[config.mk]
export PLATFORM = sky130hd
export DESIGN_NAME = tlia_top
export DESIGN_NICKNAME = d
export VERILOG_FILES = /design/src/design/tlia_pkg.sv /design/src/design/tlia_top.sv /design/src/design/tlia_pacer.sv /design/src/design/tlia_fabric.sv
export SDC_FILE = /design/constraint.sdc
export NUM_CORES = 1
export LEC_CHECK = 0
export BUFFER_PORTS_ARGS = -buffer_cell sky130_fd_sc_hd__buf_4
export CAP_MARGIN = 20
export CORE_MARGIN = 2
export CORE_UTILIZATION = 51
export CTS_CLUSTER_DIAMETER = 40
export DETAILED_ROUTE_END_ITERATION = 8
export GPL_TIMING_DRIVEN = 0
export PLACE_DENSITY = 0.87
export REMOVE_ABC_BUFFERS = 1
export SLEW_MARGIN = 30
export SYNTH_ARGS = -nofsm -noshare
export SYNTH_HDL_FRONTEND = slang
export SYNTH_SLANG_ARGS = --single-unit
[constraint.sdc]
create_clock -name ref_clk -period 7 [get_ports ref_clk]
set_input_delay 0.7 -clock ref_clk [delete_from_list [all_inputs] [get_ports ref_clk]]
set_output_delay 0.7 -clock ref_clk [all_outputs]
set_load 0.03 [all_outputs]
[src/design/tlia_pkg.sv]
// Shared constants and types of the top-level interrupt aggregator
package tlia_pkg;
    localparam logic [11:0] OFS_STATUS = 12'h000;
    localparam logic [11:0] OFS_ENABLE = 12'h004;
    localparam logic [11:0] OFS_CONFIG = 12'h008;
    localparam logic [11:0] OFS_PMCTRL = 12'h00C;
    localparam logic [11:0] OFS_GTCFG = 12'h010;
    localparam logic [11:0] OFS_FDATA = 12'h014;
    localparam logic [11:0] OFS_FCMD = 12'h018;
    localparam logic [11:0] OFS_WINDOW = 12'h100;
    localparam int WINDOW_WORDS = 64;

    localparam int HMAC_EVENTS = 8;
    localparam int BIT_GLOBAL_EN = 8;
    localparam int BIT_IRQ_LEVEL = 12;
    localparam int BIT_WAKE_SUM = 17;
    localparam int BIT_TIMER = 19;
    localparam int BIT_READY = 30;
    localparam int BIT_SOFT = 31;
    localparam int BIT_TIMER_RUN = 29;
    localparam int INTERVAL_LSB = 24;
    localparam int INTERVAL_W = 8;

    localparam int PM_FLAG_EN1 = 0;
    localparam int PM_FLAG_EN2 = 1;
    localparam int PM_FLAG_WOL = 2;
    localparam int PM_EN_WOL = 9;
    localparam int PM_EN_EN1 = 14;
    localparam int PM_EN_EN2 = 15;

    localparam int CMD_BUSY = 31;
    localparam int CMD_RNW = 30;
    localparam int CMD_BE_LSB = 16;

    localparam logic [31:0] STATUS_RST = 32'h0000_0000;
    localparam logic [31:0] ENABLE_RST = 32'h0000_0000;
    localparam logic [7:0] INTERVAL_RST = 8'h00;
    localparam logic [3:0] BE_ALL = 4'hF;

    localparam int CLK_PERIOD_NS = 10;
    localparam int INTERVAL_UNIT_NS = 10000;
    localparam int UNIT_CYCLES = INTERVAL_UNIT_NS / CLK_PERIOD_NS;

    typedef struct packed {
        logic write;
        logic [15:0] addr;
        logic [3:0] be;
        logic [31:0] wdata;
    } tlia_fab_req_s;

    typedef enum logic {FAB_IDLE, FAB_WAIT} tlia_fab_e;

    function automatic logic tlia_in_window(input logic [11:0] a);
        return a >= OFS_WINDOW && a < OFS_WINDOW + 12'(4 * WINDOW_WORDS);
    endfunction : tlia_in_window
endpackage : tlia_pkg

[src/design/tlia_top.sv]
// Top-level interrupt aggregator with APB registers
`timescale 1ns/1ps
module tlia_top import tlia_pkg::*; #(
    parameter int HMAC_N = HMAC_EVENTS
) (
    input wire logic ref_clk,
    input wire logic reset,
    input wire logic clkEn,
    input wire logic psel,
    input wire logic penable,
    input wire logic pwrite,
    input wire logic [11:0] paddr,
    input wire logic [31:0] pwdata,
    output logic pready,
    output logic [31:0] prdata,
    output logic pslverr,
    input wire logic [HMAC_N-1:0] hostMacEvent,
    input wire logic energyPort1,
    input wire logic energyPort2,
    input wire logic wakeFrame,
    input wire logic timerWrap,
    output logic timerRun,
    output logic irq,
    input wire logic fabAck,
    input wire logic [31:0] fabRdata,
    output logic fabValid,
    output tlia_fab_req_s fabReq
);
    if (HMAC_N < 1 || HMAC_N > HMAC_EVENTS) begin : g_chk
        $error("HMAC_N must lie in 1..8");
    end

    logic [HMAC_N-1:0] hmacSt;
    logic timerSt;
    logic readySt;
    logic readySeen;
    logic softSt;
    logic [31:0] en;
    logic globalEn;
    logic [INTERVAL_W-1:0] interval;
    logic [2:0] pmFlags;
    logic [2:0] pmEn;
    logic [31:0] statusVal;
    logic [31:0] readVal;
    logic [31:0] cmdReg;
    logic [31:0] dataReg;
    logic [31:0] masked;
    logic setupHit;
    logic wr;
    logic mapped;
    logic wrStatus;
    logic wrEnable;
    logic irqWant;
    logic wakeWant;

    // APB: setup phase latches the answer, access phase commits it
    assign setupHit = psel & ~penable & ~pready;
    assign wr = psel & penable & pready & pwrite;
    assign wrStatus = wr && paddr == OFS_STATUS;
    assign wrEnable = wr && paddr == OFS_ENABLE;

    always_comb begin
        mapped = 1'b1;
        readVal = 32'h0000_0000;
        case (paddr)
            OFS_STATUS: readVal = statusVal;
            OFS_ENABLE: readVal = en;
            OFS_CONFIG: begin
                readVal[BIT_GLOBAL_EN] = globalEn;
                readVal[BIT_IRQ_LEVEL] = irq;
                readVal[INTERVAL_LSB +: INTERVAL_W] = interval;
            end
            OFS_PMCTRL: begin
                readVal[PM_FLAG_EN1] = pmFlags[0];
                readVal[PM_FLAG_EN2] = pmFlags[1];
                readVal[PM_FLAG_WOL] = pmFlags[2];
                readVal[PM_EN_EN1] = pmEn[0];
                readVal[PM_EN_EN2] = pmEn[1];
                readVal[PM_EN_WOL] = pmEn[2];
            end
            OFS_GTCFG: readVal[BIT_TIMER_RUN] = timerRun;
            OFS_FDATA: readVal = dataReg;
            OFS_FCMD: readVal = cmdReg;
            default: begin
                // Window reads return zero; reads go through data instead
                mapped = tlia_in_window(paddr);
            end
        endcase
    end

    always_ff @(posedge ref_clk or posedge reset) begin
        if (reset) begin
            pready <= 1'b0;
            prdata <= 32'h0000_0000;
            pslverr <= 1'b0;
        end else if (clkEn) begin
            pready <= setupHit;
            if (setupHit) begin
                prdata <= pwrite ? 32'h0000_0000 : readVal;
                pslverr <= ~mapped;
            end else if (pready) begin
                pslverr <= 1'b0;
            end
        end
    end

    always_comb begin
        statusVal = STATUS_RST;
        statusVal[HMAC_N-1:0] = hmacSt;
        statusVal[BIT_WAKE_SUM] = |pmFlags;
        statusVal[BIT_TIMER] = timerSt;
        statusVal[BIT_READY] = readySt;
        statusVal[BIT_SOFT] = softSt;
    end

    // Sticky status: a set in the clear cycle wins
    always_ff @(posedge ref_clk or posedge reset) begin
        if (reset) begin
            hmacSt <= '0;
        end else if (clkEn) begin
            hmacSt <= hostMacEvent
                | (hmacSt & ~(wrStatus ? pwdata[HMAC_N-1:0] : '0));
        end
    end

    always_ff @(posedge ref_clk or posedge reset) begin
        if (reset) begin
            timerSt <= 1'b0;
        end else if (clkEn) begin
            timerSt <= timerWrap
                | (timerSt & ~(wrStatus & pwdata[BIT_TIMER]));
        end
    end

    always_ff @(posedge ref_clk or posedge reset) begin
        if (reset) begin
            readySt <= 1'b0;
            readySeen <= 1'b0;
        end else if (clkEn) begin
            readySeen <= 1'b1;
            // First enabled cycle after release marks the device usable
            readySt <= ~readySeen
                | (readySt & ~(wrStatus & pwdata[BIT_READY]));
        end
    end

    always_ff @(posedge ref_clk or posedge reset) begin
        if (reset) begin
            softSt <= 1'b0;
        end else if (clkEn) begin
            softSt <= (wrEnable & pwdata[BIT_SOFT])
                | (softSt & ~(wrStatus & pwdata[BIT_SOFT]));
        end
    end

    always_ff @(posedge ref_clk or posedge reset) begin
        if (reset) begin
            en <= ENABLE_RST;
        end else if (clkEn && wrEnable) begin
            en <= pwdata;
        end
    end

    always_ff @(posedge ref_clk or posedge reset) begin
        if (reset) begin
            globalEn <= 1'b0;
            interval <= INTERVAL_RST;
            timerRun <= 1'b0;
        end else if (clkEn && wr) begin
            if (paddr == OFS_CONFIG) begin
                globalEn <= pwdata[BIT_GLOBAL_EN];
                interval <= pwdata[INTERVAL_LSB +: INTERVAL_W];
            end
            if (paddr == OFS_GTCFG) begin
                timerRun <= pwdata[BIT_TIMER_RUN];
            end
        end
    end

    always_ff @(posedge ref_clk or posedge reset) begin
        if (reset) begin
            pmFlags <= 3'h0;
            pmEn <= 3'h0;
        end else if (clkEn) begin
            pmFlags[0] <= energyPort1
                | (pmFlags[0] & ~(wr && paddr == OFS_PMCTRL
                && pwdata[PM_FLAG_EN1]));
            pmFlags[1] <= energyPort2
                | (pmFlags[1] & ~(wr && paddr == OFS_PMCTRL
                && pwdata[PM_FLAG_EN2]));
            pmFlags[2] <= wakeFrame
                | (pmFlags[2] & ~(wr && paddr == OFS_PMCTRL
                && pwdata[PM_FLAG_WOL]));
            if (wr && paddr == OFS_PMCTRL) begin
                pmEn <= {pwdata[PM_EN_WOL], pwdata[PM_EN_EN2],
                    pwdata[PM_EN_EN1]};
            end
        end
    end

    // Wake summary takes its own path so the hold cannot delay it
    always_comb begin
        masked = statusVal & en;
        masked[BIT_WAKE_SUM] = 1'b0;
        masked[BIT_TIMER] = masked[BIT_TIMER] & timerRun;
    end

    assign irqWant = globalEn & (|masked);
    assign wakeWant = globalEn & en[BIT_WAKE_SUM]
        & (|(pmFlags & pmEn));

    tlia_pacer i_tlia_pacer (
        .ref_clk(ref_clk),
        .reset(reset),
        .clkEn(clkEn),
        .want(irqWant),
        .wakeWant(wakeWant),
        .interval(interval),
        .irq(irq)
    );

    tlia_fabric i_tlia_fabric (
        .ref_clk(ref_clk),
        .reset(reset),
        .clkEn(clkEn),
        .wrCmd(wr && paddr == OFS_FCMD),
        .wrData(wr && paddr == OFS_FDATA),
        .wrWin(wr && tlia_in_window(paddr)),
        .winIdx(paddr[7:2]),
        .wdata(pwdata),
        .fabAck(fabAck),
        .fabRdata(fabRdata),
        .cmdReg(cmdReg),
        .dataReg(dataReg),
        .fabValid(fabValid),
        .fabReq(fabReq)
    );

    property p_timer_set;
        @(posedge ref_clk) disable iff (reset)
        (clkEn && timerWrap) |=> statusVal[BIT_TIMER];
    endproperty
    a_timer_set: assert property (p_timer_set)
        else $error("timer wrap not flagged");

    property p_timer_keep;
        @(posedge ref_clk) disable iff (reset)
        (timerSt && !(wrStatus && pwdata[BIT_TIMER])) |=> timerSt;
    endproperty
    a_timer_keep: assert property (p_timer_keep)
        else $error("timer flag lost without a written one");

    property p_ready_clear;
        @(posedge ref_clk) disable iff (reset)
        (clkEn && readySeen && wrStatus && pwdata[BIT_READY]) |=> !readySt;
    endproperty
    a_ready_clear: assert property (p_ready_clear)
        else $error("ready flag not cleared");

    property p_soft_set;
        @(posedge ref_clk) disable iff (reset)
        (clkEn && wrEnable && pwdata[BIT_SOFT]) |=> softSt ##1 en[BIT_SOFT];
    endproperty
    a_soft_set: assert property (p_soft_set)
        else $error("software event not raised");

    property p_wake_sum;
        @(posedge ref_clk) disable iff (reset)
        (clkEn && (energyPort1 || energyPort2 || wakeFrame))
            |=> statusVal[BIT_WAKE_SUM];
    endproperty
    a_wake_sum: assert property (p_wake_sum)
        else $error("wake summary disagrees with flags");

    property p_global_off;
        @(posedge ref_clk) disable iff (reset)
        (clkEn && !globalEn) |=> !irq;
    endproperty
    a_global_off: assert property (p_global_off)
        else $error("pin raised without global enable");

    property p_timer_gate;
        @(posedge ref_clk) disable iff (reset)
        (clkEn && !timerRun && !wakeWant && (statusVal & en
            & ~(32'h0000_0001 << BIT_WAKE_SUM)
            & ~(32'h0000_0001 << BIT_TIMER)) == 32'h0000_0000)
            |=> !irq;
    endproperty
    a_timer_gate: assert property (p_timer_gate)
        else $error("stopped timer reached the pin");

    property p_pin_up;
        @(posedge ref_clk) disable iff (reset)
        $rose(irq) |-> $past(irqWant) || $past(wakeWant);
    endproperty
    a_pin_up: assert property (p_pin_up)
        else $error("pin rose with no enabled source");
endmodule : tlia_top

[src/design/tlia_pacer.sv]
// Request pin driver with minimum inactive interval; wake requests are not held off by it
`timescale 1ns/1ps
module tlia_pacer import tlia_pkg::*; (
    input wire logic ref_clk,
    input wire logic reset,
    input wire logic clkEn,
    input wire logic want,
    input wire logic wakeWant,
    input wire logic [INTERVAL_W-1:0] interval,
    output logic irq
);
    logic [INTERVAL_W-1:0] holdUnits;
    logic [11:0] pre;
    logic next_irq;

    // Wake requests bypass the hold window, but the pin falling after a wake still starts it
    assign next_irq = wakeWant | (want & (holdUnits == '0));

    always_ff @(posedge ref_clk or posedge reset) begin
        if (reset) begin
            irq <= 1'b0;
        end else if (clkEn) begin
            irq <= next_irq;
        end
    end

    always_ff @(posedge ref_clk or posedge reset) begin
        if (reset) begin
            holdUnits <= '0;
            pre <= '0;
        end else if (clkEn) begin
            if (irq && !next_irq) begin
                holdUnits <= interval;
                pre <= 12'(UNIT_CYCLES - 1);
            end else if (holdUnits != '0) begin
                if (pre == '0) begin
                    holdUnits <= holdUnits - 1'b1;
                    pre <= 12'(UNIT_CYCLES - 1);
                end else begin
                    pre <= pre - 1'b1;
                end
            end
        end
    end

    property p_hold_low;
        @(posedge ref_clk) disable iff (reset)
        (clkEn && irq && !next_irq && interval != '0) |=>
            (holdUnits == $past(interval))
            ##1 (!irq || $past(wakeWant));
    endproperty
    a_hold_low: assert property (p_hold_low)
        else $error("inactive hold not started");
endmodule : tlia_pacer

[src/design/tlia_fabric.sv]
// Indirect path to the switch-fabric registers
`timescale 1ns/1ps
module tlia_fabric import tlia_pkg::*; (
    input wire logic ref_clk,
    input wire logic reset,
    input wire logic clkEn,
    input wire logic wrCmd,
    input wire logic wrData,
    input wire logic wrWin,
    input wire logic [5:0] winIdx,
    input wire logic [31:0] wdata,
    input wire logic fabAck,
    input wire logic [31:0] fabRdata,
    output logic [31:0] cmdReg,
    output logic [31:0] dataReg,
    output logic fabValid,
    output tlia_fab_req_s fabReq
);
    tlia_fab_e state;
    logic start;
    logic [31:0] next_cmd;

    // Window writes map directly onto fabric writes; busy command writes start the rest
    always_comb begin
        start = 1'b0;
        next_cmd = cmdReg;
        if (state == FAB_IDLE && wrWin) begin
            start = 1'b1;
            next_cmd = '0;
            next_cmd[CMD_BUSY] = 1'b1;
            next_cmd[CMD_BE_LSB +: 4] = BE_ALL;
            next_cmd[15:0] = {8'h00, winIdx, 2'b00};
        end else if (state == FAB_IDLE && wrCmd && wdata[CMD_BUSY]) begin
            start = 1'b1;
            next_cmd = wdata;
        end
    end

    always_ff @(posedge ref_clk or posedge reset) begin
        if (reset) begin
            state <= FAB_IDLE;
            cmdReg <= 32'h0000_0000;
            fabValid <= 1'b0;
            fabReq <= '0;
        end else if (clkEn) begin
            case (state)
                FAB_IDLE: begin
                    if (start) begin
                        state <= FAB_WAIT;
                        cmdReg <= next_cmd;
                        fabValid <= 1'b1;
                        fabReq.write <= !next_cmd[CMD_RNW];
                        fabReq.addr <= next_cmd[15:0];
                        fabReq.be <= next_cmd[CMD_BE_LSB +: 4];
                        fabReq.wdata <= wrWin ? wdata : dataReg;
                    end else if (wrCmd) begin
                        cmdReg <= wdata;
                    end
                end
                FAB_WAIT: begin
                    if (fabAck) begin
                        state <= FAB_IDLE;
                        fabValid <= 1'b0;
                        cmdReg[CMD_BUSY] <= 1'b0;
                    end
                end
                default: state <= FAB_IDLE;
            endcase
        end
    end

    always_ff @(posedge ref_clk or posedge reset) begin
        if (reset) begin
            dataReg <= 32'h0000_0000;
        end else if (clkEn) begin
            if (state == FAB_WAIT && fabAck && !fabReq.write) begin
                dataReg <= fabRdata;
            end else if (state == FAB_IDLE && (wrData || wrWin)) begin
                dataReg <= wdata;
            end
        end
    end

    property p_window_start;
        @(posedge ref_clk) disable iff (reset)
        (clkEn && wrWin && state == FAB_IDLE) |=>
            fabValid && fabReq.write && fabReq.be == BE_ALL;
    endproperty
    a_window_start: assert property (p_window_start)
        else $error("window write did not start a fabric write");
endmodule : tlia_fabric

==> key figures <==
Clock network
  • TritonCTS Buffers: 30
  • CTS tree: built
  • Clock root buffer: clkbuf_16
  • CTS Buffer Depth: 3
  • Worst skew pair latency: 0.54 ns
  • Cts hold-fix bufs: 0
  • CTS clk-pin slew, worst paths: 0.06 ns
  • Post-cts gate resize count: 0
  • Htree depth: 1
  • Post-CTS setup buffers: 0
  • CTS sink count: 234

Flow run
  • Max Cap Viol: 0

Place
  • Port bufs: 184
  • GP Congestion: 0.8874
  • HPWL after DPL: 23250 um
  • Post-DP Area: 12830 um2
  • Placed Cells incl. Taps: 1467

Global route
  • Largest net degree at the start of global routing: 68
  • Initial antenna violation count: 0
  • Overflow after GRT: 0
  • Number of global-route vias before repair: 9310
  • Tot GR Track Use: 29.87%
  • First-pass GRT wire length: 52020 um

Pwr
  • Clk pwr share: 45.3%
  • Leak: 6.594 nW
  • Worst vdd ir: 0.0001801 V
  • Seq pwr share: 44.2%
  • Gate power share: 10.4%
  • Sw Share: 26.34%
  • Switching power total: 0.0008733 W
  • Internal: 0.002442 W
  • Pwr/cell area: 239.5 nW/um2

STA
  • Final hold viol count: 0
  • TNS Setup: 0 ns
  • Max_slew headroom: 31.98%
  • Final setup vio count: 0
  • Final slew viol count: 0
  • Least-Margin Pin Slew: 1.014 ns
  • Minimum clock period: 3.497 ns
  • Unrepaired setup endpoints after global routing: no
  • Fmax: 0.2859 GHz
  • Clk_skew: 0.01364 ns
  • Fin crit share: 49.96%

Final layout
  • Layout area overhead: 27.90%
  • Layout cells sized above 1: 26.86%
  • # diodes: 0
  • Design area: 13840 um2
  • Final Net Count: 1323
  • Non-filler instance count after layout: 1522
  • Core occupancy in the finished layout: 66.06%

Yosys
  • Top FF cell, synth: dfrtp_1
  • Cells after Synth: 1038
  • Avg Inst Size Synth: 10.43 um2
  • Yosys top cell area share: 54.10%
  • Seq cells post-synth: 234
  • Mapped Area: 10820 um2
  • Yosys warnings: 0
  • Area leader, netlist: dfrtp_1
  • Post-synth EDFFs: 0
  • Sequential fraction of the synthesis area: 54.10%
  • Async S/R FF share, synth: 100.0%
  • Post-synth cell types: 58
  • Most frequent cell after synthesis: dfrtp_1
  • Largest cells by area after synthesis: dfrtp_1, mux2i_1, nand2_1, mux2_2, o21ai_0
  • Post-synth top cells: dfrtp_1, nand2_1, o21ai_0

Setup path
  • Reg-to-reg setup timing slack: 3.66 ns
  • Reg-to-reg endpoint: i_tlia_fabric.fabReq[5]
  • Crit Path Category: in2reg
  • Origin of the critical flop-to-flop path: pready
  • Crit. End Element: flop
  • Critical Path RT: 7.45 ns
  • Critical path startpoint category: primary input
  • Worst Path Arrival: 3.95 ns
  • Worst Path Max Fanout: 24
  • FF-to-FF path depth: 9

Die
  • Core ar.: 20960 um2
  • Starting Density: 51.65%
  • Die Span Y: 149.7 um
  • Full die area: 22400 um2
  • Site row count: 53
  • I/O pins: 185
  • Die Width: 149.7 um

Routing
  • Initial DRT Pass Iterations: 5
  • Total wire length: 33380 um
  • Post-DRT Antenna Nets: 0
  • DRC violations left: 0
  • DR WL/cell: 21.93 um
  • Wire length on met2: 15440 um
  • Iteration-0 DRC Markers: 1038
  • Vias per cell: 6.263
  • Vias: 9532
  • Wl on met1: 13450 um
  • Highest metal used: met4
  • Metal3 WL: 3262 um

Run status
  • Status: completed

Min path
  • Hold crit path type: in2async
[cell usage in the layout (no fill, tap or decap), types with 15 or more instances in the layout]
cell	instances
a22o_1	37
mux2_2	44
a221oi_1	21
mux2i_1	73
dfrtp_1	234
nand2_1	153
a21oi_1	55
buf_4	194
nor2_1	66
a222oi_1	15
o21ai_0	95
clkbuf_16	31
[layer usage]
| layer | vias to the layer above | global-route usage, % |
|---|---|---|
| met2 | 565 | 47.25 |
| met1 | 4667 | 41.89 |
| li1 | 4207 | - |
| met3 | 93 | 4.909 |
| met4 | 0 | 10.94 |
| met5 | - | 0 |
[critical path, cell delays in order]
cell and delay [ns]:
buf_4 0.14, or4_1 0.62, nor4_4 0.56, buf_4 0.32
nand3_2 0.27, a21oi_4 0.51, buf_8 0.27, buf_16 0.19
buf_16 0.17, nor2_1 0.06, a21oi_1 0.12
[cell families after synthesis]
logic type,after synthesis,synth area share (%)
AND/OR/NAND/NOR,313,13.27
adder cells (fa/ha/maj),4,0.4624
flip-flops,234,54.10
AO/OA/AOI/OAI,296,18.05
buffers and inverters,74,2.786
multiplexers,117,11.33
[cell type report]
cell class / count / area, um2
Clock buffer: 38 / 832.0
Fill cell: 1543 / 7113
Timing Repair Buffer: 215 / 1844
Clock inverter: 17 / 157.7
Sequential cell: 234 / 5856
Tap cell: 275 / 344.1
Multi-Input combinational cell: 730 / 4752
Inverter: 13 / 56.30
[power by group through the flow]
stage / combinational, W / clock (W) / sequential, W
6_report: 0.000346 / 0.00150 / 0.00147
5_1_grt: 0.000382 / 0.00158 / 0.00147
4_1_cts: 0.000346 / 0.00152 / 0.00146
3_5_place_dp: 0.000343 / 0 / 0.00149
3_3_place_gp: 0.000322 / 0 / 0.00148
2_1_floorplan: 0.000156 / 0 / 0.00151
[how the worst max path moves through the flow]
stage / start / end / slack (ns) / cells past startpoint
after global placement: reset / i_tlia_fabric.fabReq[51] / -2.58 / 2
after global routing: paddr[8] / i_tlia_fabric.fabReq[20] / 3.40 / 11
after CTS: paddr[8] / i_tlia_fabric.fabReq[20] / 3.56 / 11
after detailed placement: paddr[8] / i_tlia_fabric.fabReq[20] / 3.03 / 11
final: paddr[8] / i_tlia_fabric.fabReq[5] / 3.50 / 11
after floorplan: reset / en[0] / -0.12 / 1
[flip-flops by register name, summed over array words and instances, names as in the netlist, 3 cells and up]
signal and cells:
hmacSt 8, interval 8, pmEn 3, i_tlia_fabric.fabReq 53, prdata 32, i_tlia_fabric.cmdReg 32
i_tlia_fabric.dataReg 32, pmFlags 3, en 32, i_tlia_pacer.holdUnits 8, i_tlia_pacer.pre 12
[through the flow]
step                      hold slack, ns  setup slack [ns]  power (W)
after global routing              0.1760             3.397   0.003431
after detailed placement          0.4372             3.028   0.001831
after global placement            0.4222            -2.583   0.001806
final                             0.1530             3.503   0.003315
after CTS                         0.1641             3.563   0.003326
after floorplan                   0.4078           -0.1180   0.001670
No activity file was read; power rests on OpenSTA's default activity.
